<file path="src/verilog/pllsr_pkg.sv">
// pllsr_pkg: constants for the pll status readback register.
// assumes the serial control port passes the full 10-bit address; the register decodes it itself.
package pllsr_pkg;
  localparam int unsigned PLLSR_W          = 8;
  localparam logic [9:0]  PLLSR_ADDR       = 10'h01f;
  localparam logic [7:0]  PLLSR_RESET      = 8'h00;
  localparam int unsigned BIT_LOCK         = 0;
  localparam int unsigned BIT_PRI_ABOVE    = 1;
  localparam int unsigned BIT_SEC_ABOVE    = 2;
  localparam int unsigned BIT_VCO_ABOVE    = 3;
  localparam int unsigned BIT_SEC_SELECTED = 4;
  localparam int unsigned BIT_HOLDOVER     = 5;
  localparam int unsigned BIT_CAL_DONE     = 6;
  localparam int unsigned BIT_UNUSED       = 7;
endpackage

</file>
<file path="src/verilog/pllsr_status.sv">
// pllsr_status: read-only status register fed by pll, monitors and lock detect.
// assumes status inputs come from other domains, so each passes two flops.
`timescale 1ns/1ps
`default_nettype none
module pllsr_status
  import pllsr_pkg::*;
(
  input  wire logic               core_clk,
  input  wire logic               resetn,
  input  wire logic               holdover_active,
  input  wire logic               secondary_reference_selected,
  input  wire logic               vco_above_threshold,
  input  wire logic               secondary_reference_above,
  input  wire logic               primary_reference_above,
  input  wire logic               digital_lock,
  input  wire logic               vco_cal_done,
  input  wire logic               rd_en,
  input  wire logic [9:0]         rd_addr,
  output var  logic [PLLSR_W-1:0] rd_data,
  output var  logic               rd_hit
);

  // raw word built from the monitor levels; still asynchronous here
  logic [PLLSR_W-1:0] raw;











  // resynchronised word; each bit is driven by its own two-flop chain
  wire logic [PLLSR_W-1:0] status;











  // next values of the read port
  logic [PLLSR_W-1:0] next_rd_data;
  logic               next_rd_hit;











  // address compare, shared by the hit flag and the data mux
  function automatic logic pllsr_addr_match(
    input logic       en,
    input logic [9:0] addr
  );
    return en && (addr == PLLSR_ADDR);
  endfunction











  // one place decides which monitor lands on which bit
  function automatic logic [PLLSR_W-1:0] pllsr_pack(
    input logic hold,
    input logic sel,
    input logic vco,
    input logic sec,
    input logic pri,
    input logic lock,
    input logic cal
  );
    logic [PLLSR_W-1:0] word;
    word                   = PLLSR_RESET;
    word[BIT_HOLDOVER]     = hold;
    word[BIT_SEC_SELECTED] = sel;
    word[BIT_VCO_ABOVE]    = vco;
    word[BIT_SEC_ABOVE]    = sec;
    word[BIT_PRI_ABOVE]    = pri;
    word[BIT_LOCK]         = lock;
    word[BIT_CAL_DONE]     = cal;
    word[BIT_UNUSED]       = 1'b0;
    return word;
  endfunction











  // source levels; no write path exists, the register is status only
  always_comb begin
    raw = pllsr_pack(
      holdover_active,
      secondary_reference_selected,
      vco_above_threshold,
      secondary_reference_above,
      primary_reference_above,
      digital_lock,
      vco_cal_done
    );
  end











  // two flops per bit before anything reads it: the monitors run on
  // other clocks, and a single flop could pass metastability to the bus
  genvar g;
  generate
    for (g = 0; g < PLLSR_W; g = g + 1) begin : g_sync
      logic meta;
      logic held;
      logic next_meta;
      logic next_held;

      always_comb begin
        next_meta = raw[g];
        next_held = meta;
      end

      always_ff @(posedge core_clk) begin
        if (!resetn) begin
          meta <= PLLSR_RESET[g];
          held <= PLLSR_RESET[g];
        end else begin
          meta <= next_meta;
          held <= next_held;
        end
      end

      assign status[g] = held;
    end
  endgenerate











  // bits are sampled independently, so a read taken while several
  // monitors move at once may mix old and new levels for one cycle
  always_comb begin
    next_rd_hit  = pllsr_addr_match(rd_en, rd_addr);
    next_rd_data = PLLSR_RESET;
    if (pllsr_addr_match(rd_en, rd_addr)) begin
      next_rd_data = status;
    end
  end











  always_ff @(posedge core_clk) begin
    if (!resetn) begin
      rd_data <= PLLSR_RESET;
      rd_hit  <= 1'b0;
    end else begin
      rd_data <= next_rd_data;
      rd_hit  <= next_rd_hit;
    end
  end
















endmodule // pllsr_status
`default_nettype wire

</file>
<file path="config.mk">
export PLATFORM = sky130hd
export DESIGN_NAME = pllsr_status
export DESIGN_NICKNAME = d
export VERILOG_FILES = /design/src/verilog/pllsr_pkg.sv /design/src/verilog/pllsr_status.sv
export SDC_FILE = /design/constraint.sdc
export NUM_CORES = 1
export LEC_CHECK = 0
export BUFFER_PORTS_ARGS = -buffer_cell sky130_fd_sc_hd__buf_2
export CAP_MARGIN = 20
export CORE_MARGIN = 2
export CORE_UTILIZATION = 30
export CTS_CLUSTER_SIZE = 28
export DETAILED_ROUTE_END_ITERATION = 8
export PLACE_DENSITY = 0.56
export SYNTH_ARGS = -nofsm -noshare
export SYNTH_HDL_FRONTEND = slang
export SYNTH_SLANG_ARGS = --single-unit
</file>
<file path="constraint.sdc">
create_clock -name core_clk -period 1.02 [get_ports core_clk]
set_input_delay 0 -clock core_clk [delete_from_list [all_inputs] [get_ports core_clk]]
set_output_delay 0 -clock core_clk [all_outputs]
set_load 0.01 [all_outputs]
</file>
== Yosys cells after proc, flatten, opt, wreduce, memory -nomap -nowiden ==
Index checks and enable logic that the tools add are counted.
Storage, ports and cells
  register bits after elaboration: 22
  input bits: 20
  output and inout bits: 9
  word-level logic and storage cells: 19
Cells by class
  eq/ne operators: 1
  reductions and logical operators: 2
Operators by type and width (number)
  == test 10 x 5 -> 1 bit, second input constant: 1
  AND reduction 2 bit: 1
  logical AND 1 bit: 1

== Logic depth before layout (Yosys ltp) ==
Gate-level depths: netlist (run 1).
  depth in word-level cells: 3
  mapped depth: 3
  gate-level depth less buffers: 2

== Worst setup path before layout (run 1) ==
No wires, ideal clock.
  path type: input to register
  start: input rd_addr[7]
  end: register rd_data[0]
  setup time: 0.093 ns
  arrival time: 0.862 ns
  required time: 0.927 ns
  path slack: 0.065 ns
  stages on the path: 3
  path buffers: 1
  cells stage by stage: or4_4 -> buf_6 -> nor4_1
On the way
  cells in the longest elaborated chain, start to end: 3
Ends and longest elaborated chain
  from (decl): line pllsr_status.sv:18  | input wire logic [9:0] rd_addr,
  == test 10 x 5 -> 1 bit: line pllsr_status.sv:68  | return en && (addr == PLLSR_ADDR);
  logical AND 1 bit: line pllsr_status.sv:68
  AND reduction 2 bit (no source line)
  to (signal assigned): line pllsr_status.sv:201  | rd_data <= next_rd_data;
  to (decl): line pllsr_status.sv:19  | output var logic [PLLSR_W-1:0] rd_data,
Every way passes these cells.
A chain may end at the register's enable or synchronous reset.

== Worst setup path in the final report (run 1) ==
  start: input rd_addr[0]
  end: register rd_data[2]
The elaborated chain is that of the path after synthesis.

==> metrics.cfg, run 1 <==
[place]
port_buffers = 27
dp_cells = 112
place.gp.congestion = 0.619

[detailed_routing]
drc_errors = 0
ant_nets = 0
vias_per_cell = 4.29
routedWlPerCell_um = 9.64
drt_first_pass_iters = 3
wl_um = 1200
drt_iter0_markers = 7
dr_total_vias = 532

[worst_setup_path]
worst_ep_arrival_time_ps = 1000
crit_type = input port to flip-flop
worstReg2RegEnd = rd_data[5]
reg2reg_depth = 2
startpoint_type = input port
critPathTopFamily = buffers and inverters
reg2reg_slack_ps = 350
required_ps = 1230
cp_slowest_stage_delay_ps = 520
cp_slowest_cell = dlygate4sd3_1
path_buf_inv = 3
crit_path_end_kind = flip-flop
reg2reg_from = g_sync[5].held
path_cells = dlygate4sd3_1 > buf_2 > inv_1 > nor4_1
crit_fanout = 7

[floorplanning]
ios = 29
fp.dieArea_sq_um = 2740
row_count = 17
start_util = 0.317
core_area_sq_um = 2210
dieWidth_um = 52.4
die_h_um = 52.4

[timing]
whs_ps = 18.7
finalHoldViolations = 0
finalSetupViolCount = 0
grt_setup_unrepaired = no
fmax_mhz = 1260
slew_viol_final = 0
min_period_ps = 796
min_period_over_period = 0.780
skew_ps = 4.07
timing.setup.tns_ps = 0

[logic_synthesis]
yosysWarnings = 0
syn_nets = 81
syn_inst = 61
synth.top_cells.by_count = 22 x dfxtp_1, 14 x and2_1, 8 x nand4b_1
synth-edff-count = 0
yosysMostFrequentCell = dfxtp_1
ys.flop_type = dfxtp_1
synth_top_cell_by_area = dfxtp_1
syn_area_sq_um = 702
seq_area_frac_synth = 0.627
async_flop_share = 0
synth_cell_types = 13
synth-seq-cells = 22
synth.top_cell.area_share = 0.627
postSynthAreaPerCell_sq_um = 11.5
yosys-top-cells-area = dfxtp_1 63%, and2_1 12%, nand4b_1 10%

[global_routing]
grt_start_max_net_pins = 15
grt_pass1_wl_um = 1990
overflow = 0
grt_use_total = 0.102
antenna_found_initial = 0
first_global_vias = 492

[clock_tree]
cts_resized = 0
tritoncts = built
clk_pin_slew_ps = 110
numCtsBuffers = 3
clk_path_buf_depth = 2
clk_latency_ps = 290
cts_num_sinks = 22
htree_levels = 1
clock-root-buffer = clkbuf_4

[layout]
multiInputGateArea_sq_um = 228
nNetsFinal = 117
seqCellArea_sq_um = 440
area_growth_pct = 37.6
final_layout_size_suffix_gt1_frac = 0.344
fill_cells = 219
stdcell_count = 124
diodes = 0

[min_path]
hp-class = input port to flip-flop
min-delay-start = rd_addr[4]
hold-path-endpoint = rd_data[3]
worst_hold_path.num_cells = 3

[pwr]
power_w = 0.00145
leakagePower_nw = 0.416
powerDensity_nw_per_um2 = 1500
peakVddDrop_v = 0.00107

[status]
status = complete, no violations

[flow_run]
max_cap_viol_count = 0

## power by group
part	switching, W	internal (W)	total (W)
Combinational	0.0000442	0.0000683	0.000112
Clock	0.000227	0.000217	0.000444
Sequential	0.00000512	0.000884	0.000889
Total	0.000276	0.00117	0.00145
## placed cells by master, fill, tap and decap left out
master,synthesis,final
or4_4,1,1
inv_1,1,1
clkbuf_8,0,1
conb_1,1,1
dfxtp_1,22,22
dlygate4sd3_1,0,8
nor4_1,7,7
nand4_1,1,1
buf_2,0,27
buf_4,1,1
nor3_1,1,1
nand4b_1,8,8
and2_1,14,14
clkbuf_4,0,3
## how the worst max path moves through the flow
stage,slack [ps],to,cells past startpoint,startpoint
5_1_grt,150,rd_data[0],4,rd_addr[0]
3_5_place_dp,-40,rd_data[2],3,rd_addr[7]
3_3_place_gp,-6,rd_data[3],3,rd_addr[7]
6_report,220,rd_data[2],4,rd_addr[0]
2_1_floorplan,60,rd_data[0],3,rd_addr[7]
4_1_cts,220,rd_data[2],4,rd_addr[0]
## cells by family after synthesis
group | synth area share
AND/OR/NAND/NOR | 0.319
other | 0.00534
flip-flops | 0.627
buffers and inverters | 0.0481
## final cells by class
type / instances / area share
flip-flops and latches: 22 / 0.456
multi-input cells: 33 / 0.236
repair buffers: 36 / 0.231
clock buffers: 4 / 0.0376
well taps: 28 / 0.0363
inverters: 1 / 0.00389
## tightest hold or removal path, stage by stage
cell,delay [ps]
buf_2,150
nand4b_1,90
nor4_1,40
## metrics by stage
stage / worst slack, ps / area [sq um] / util
4_1_cts: 223 / 966 / 0.437
2_1_floorplan: 64.6 / 702 / -
3_5_place_dp: -43.9 / 850 / 0.384
5_1_grt: 145 / 966 / 0.437
3_3_place_gp: -5.59 / 850 / 0.384
6_report: 224 / 966 / 0.437
## state kept, by name, summed over array words and instances, names as in the netlist
name,cells
rd_data,7
g_sync.held,7
rd_hit,1
g_sync.meta,7
## timing repair
item,in CTS,in global routing
buffers inserted,0,0
hold buffers,8,0
hold endpoints to repair,8,0
endpoints found under the setup margin,0,0
## routing by layer
layer,global-route usage,vias up,wire (um)
li1,-,281,-
met1,0.110,227,510
met2,0.169,22,543
met3,0.0543,2,129
met4,0.0385,0,11
met5,0,-,0
No activity file was read; power rests on OpenSTA's default activity.
==> run 2: changes to the inputs <==
Settings changed: PLACE_DENSITY 0.56 to 0.54.
Clock period 1.02 ns to 0.8 ns, I/O delays scaled along.
==> run 2 against run 1 <==
Against the previous run:
- sequential share of layout area shrank 1.7 points
- sequential power grew 27%
- non-clock buffer count is 1 higher
- clock power is 82% higher
- combinational power up 31%
- clock-buffer cell count shrank 1
- register-to-register slack worse by 300 ps
- die area stayed put
- sequential cell count stayed put
- clock skew is essentially flat
- largest cell class unchanged
- highest routed layer is now met3
==> metrics.cfg, run 2 (synthesis gave the netlist of run 1 again) <==
[layout]
area_growth_pct = 43.9
fin_util = 0.456  ; +0.0198
final_design_area_no_fill_sq_um = 1010  ; +4.5%
diodes = 0  ; unchanged
final_layout_size_suffix_gt1_frac = 0.402  ; +0.0583
largest_registers = g_sync.held (7), g_sync.meta (7), rd_data (7)
mostFrequentLayoutCell = buf_2
final_cell_mix = 27 x buf_2, 20 x dfxtp_1, 14 x and2_1
nNetsFinal = 118  ; +0.85%

[floorplanning]
ios = 29  ; unchanged
dieWidth_um = 52.4  ; unchanged
fp.dieArea_sq_um = 2740  ; unchanged
die_h_um = 52.4  ; unchanged
core_area_sq_um = 2210  ; unchanged
start_util = 0.317  ; unchanged
row_count = 17  ; unchanged

[clock_tree]
htree_levels = 1  ; unchanged
clk_latency_ps = 300  ; about the same
tritoncts = built
cts_setup_buffers = 0  ; unchanged
clk_path_buf_depth = 2  ; unchanged
numCtsBuffers = 3  ; unchanged
clock-root-buffer = clkbuf_4
cts_num_sinks = 22  ; unchanged
clk_pin_slew_ps = 110  ; about the same

[global_routing]
overflow = 0  ; unchanged
antenna_found_initial = 0  ; unchanged
grt_start_max_net_pins = 15  ; unchanged
grt_pass1_wl_um = 1730  ; -13%
grt_use_total = 0.0901  ; -0.0122
first_global_vias = 447  ; -9.1%

[pwr]
p_sw_frac = 0.175  ; -0.0163
power_w = 0.00209  ; +44%
seqPwrFrac = 0.543  ; -0.072
p_comb_frac = 0.070  ; -0.008
peakVddDrop_v = 0.00139  ; +30%
clockPowerShare = 0.386  ; +0.079
p_int_w = 0.00172  ; +47%
leakagePower_nw = 0.428  ; +2.9%
powerDensity_nw_per_um2 = 2070  ; +38%
power_switching_w = 0.000365  ; +32%

[timing]
slew_viol_final = 0  ; unchanged
min_period_ps = 766
finalSetupViolCount = 0  ; unchanged
finalHoldViolations = 0  ; unchanged
timing.setup.tns_ps = 0  ; unchanged
fmax_mhz = 1310
skew_ps = 4.08  ; +0.00894 ps
min_period_over_period = 0.958
whs_ps = 20.5  ; +1.87 ps

[worst_setup_path]
reg2reg_slack_ps = 50  ; -300 ps
cp_slowest_cell = or4_4
required_ps = 1010  ; -220 ps
reg2reg_from = g_sync[6].held
critPathTopFamily = simple AND/OR/NAND/NOR gates
crit_fanout = 8  ; +1
crit_path_end_kind = flip-flop
path_cells = buf_2 > or4_4 > nor4_1
crit_start = rd_addr[7]
path_buf_inv = 1  ; -2
worst_ep_arrival_time_ps = 970  ; -30 ps
cp_slowest_stage_delay_ps = 590  ; +70 ps
startpoint_type = input port
crit_type = input port to flip-flop

[detailed_routing]
routedWlPerCell_um = 8.86  ; -8.1%
drt_first_pass_iters = 1  ; -2
dr_total_vias = 522  ; -1.9%
drt_iter0_markers = 0  ; -7
wl_um = 1110  ; -7.4%
ant_nets = 0  ; unchanged
drc_errors = 0  ; unchanged
vias_per_cell = 4.18  ; -2.7%

[place]
port_buffers = 27  ; unchanged
place.gp.congestion = 0.662  ; +7.0%
placed_area_sq_um = 862  ; +1.5%
hpwlAfterDp_um = 783

[flow_run]
max_cap_viol_count = 0  ; unchanged

[min_path]
hp-class = input port to flip-flop
min-delay-start = rd_addr[8]

[status]
status = complete, no violations

-- run 2: worst register-to-register path, cell delays in order (launching register included) --
cell      delay (ps)
dfxtp_1          320
nand4b_1          90
nor4_1           250
-- run 2: final cells by class --
class / count / area (sq um)
clock inverters: 1 / 30.0
fillers: 212 / 1200
well taps: 28 / 35.0
repair buffers: 37 / 230
flip-flops and latches: 22 / 443
inverters: 1 / 3.75
multi-input cells: 33 / 245
clock buffers: 3 / 22.5
-- run 2: metrics by stage --
step	instances	setup WS [ps]
finish	125	33.8
global route	125	-44.0
CTS	125	7.30
detailed placement	113	-171
global placement	113	-138
floorplan	61	-72.2
-- run 2: final timing paths --
| check | endpoint | cells past startpoint |
|---|---|---|
| hold / removal | rd_hit | 3 |
| hold reg to reg | g_sync[3].held | 1 |
| setup reg to reg | rd_data[6] | 2 |
| setup / recovery | rd_data[1] | 3 |
-- run 2: routing by layer --
| layer | vias to the layer above | global-route usage | share of wire |
|---|---|---|---|
| met5 | - | 0 | 0 |
| met2 | 20 | 0.156 | 0.50 |
| li1 | 282 | - | - |
| met4 | 0 | 0.0256 | 0 |
| met1 | 220 | 0.0861 | 0.42 |
| met3 | 0 | 0.0600 | 0.085 |
-- run 2: what timing repair did --
action,in CTS,in global routing
gates resized for setup,0,4
endpoints found under the hold margin,8,0
endpoints found under the setup margin,0,6
hold buffers,8,0
-- run 2: power by group through the flow --
stage | registers, W | logic, W | clock network (W)
CTS | 0.00113 | 0.000145 | 0.000833
global route | 0.00114 | 0.000165 | 0.000887
finish | 0.00113 | 0.000147 | 0.000806
global placement | 0.00116 | 0.000114 | 0
detailed placement | 0.00116 | 0.000116 | 0
floorplan | 0.00116 | 0.0000626 | 0
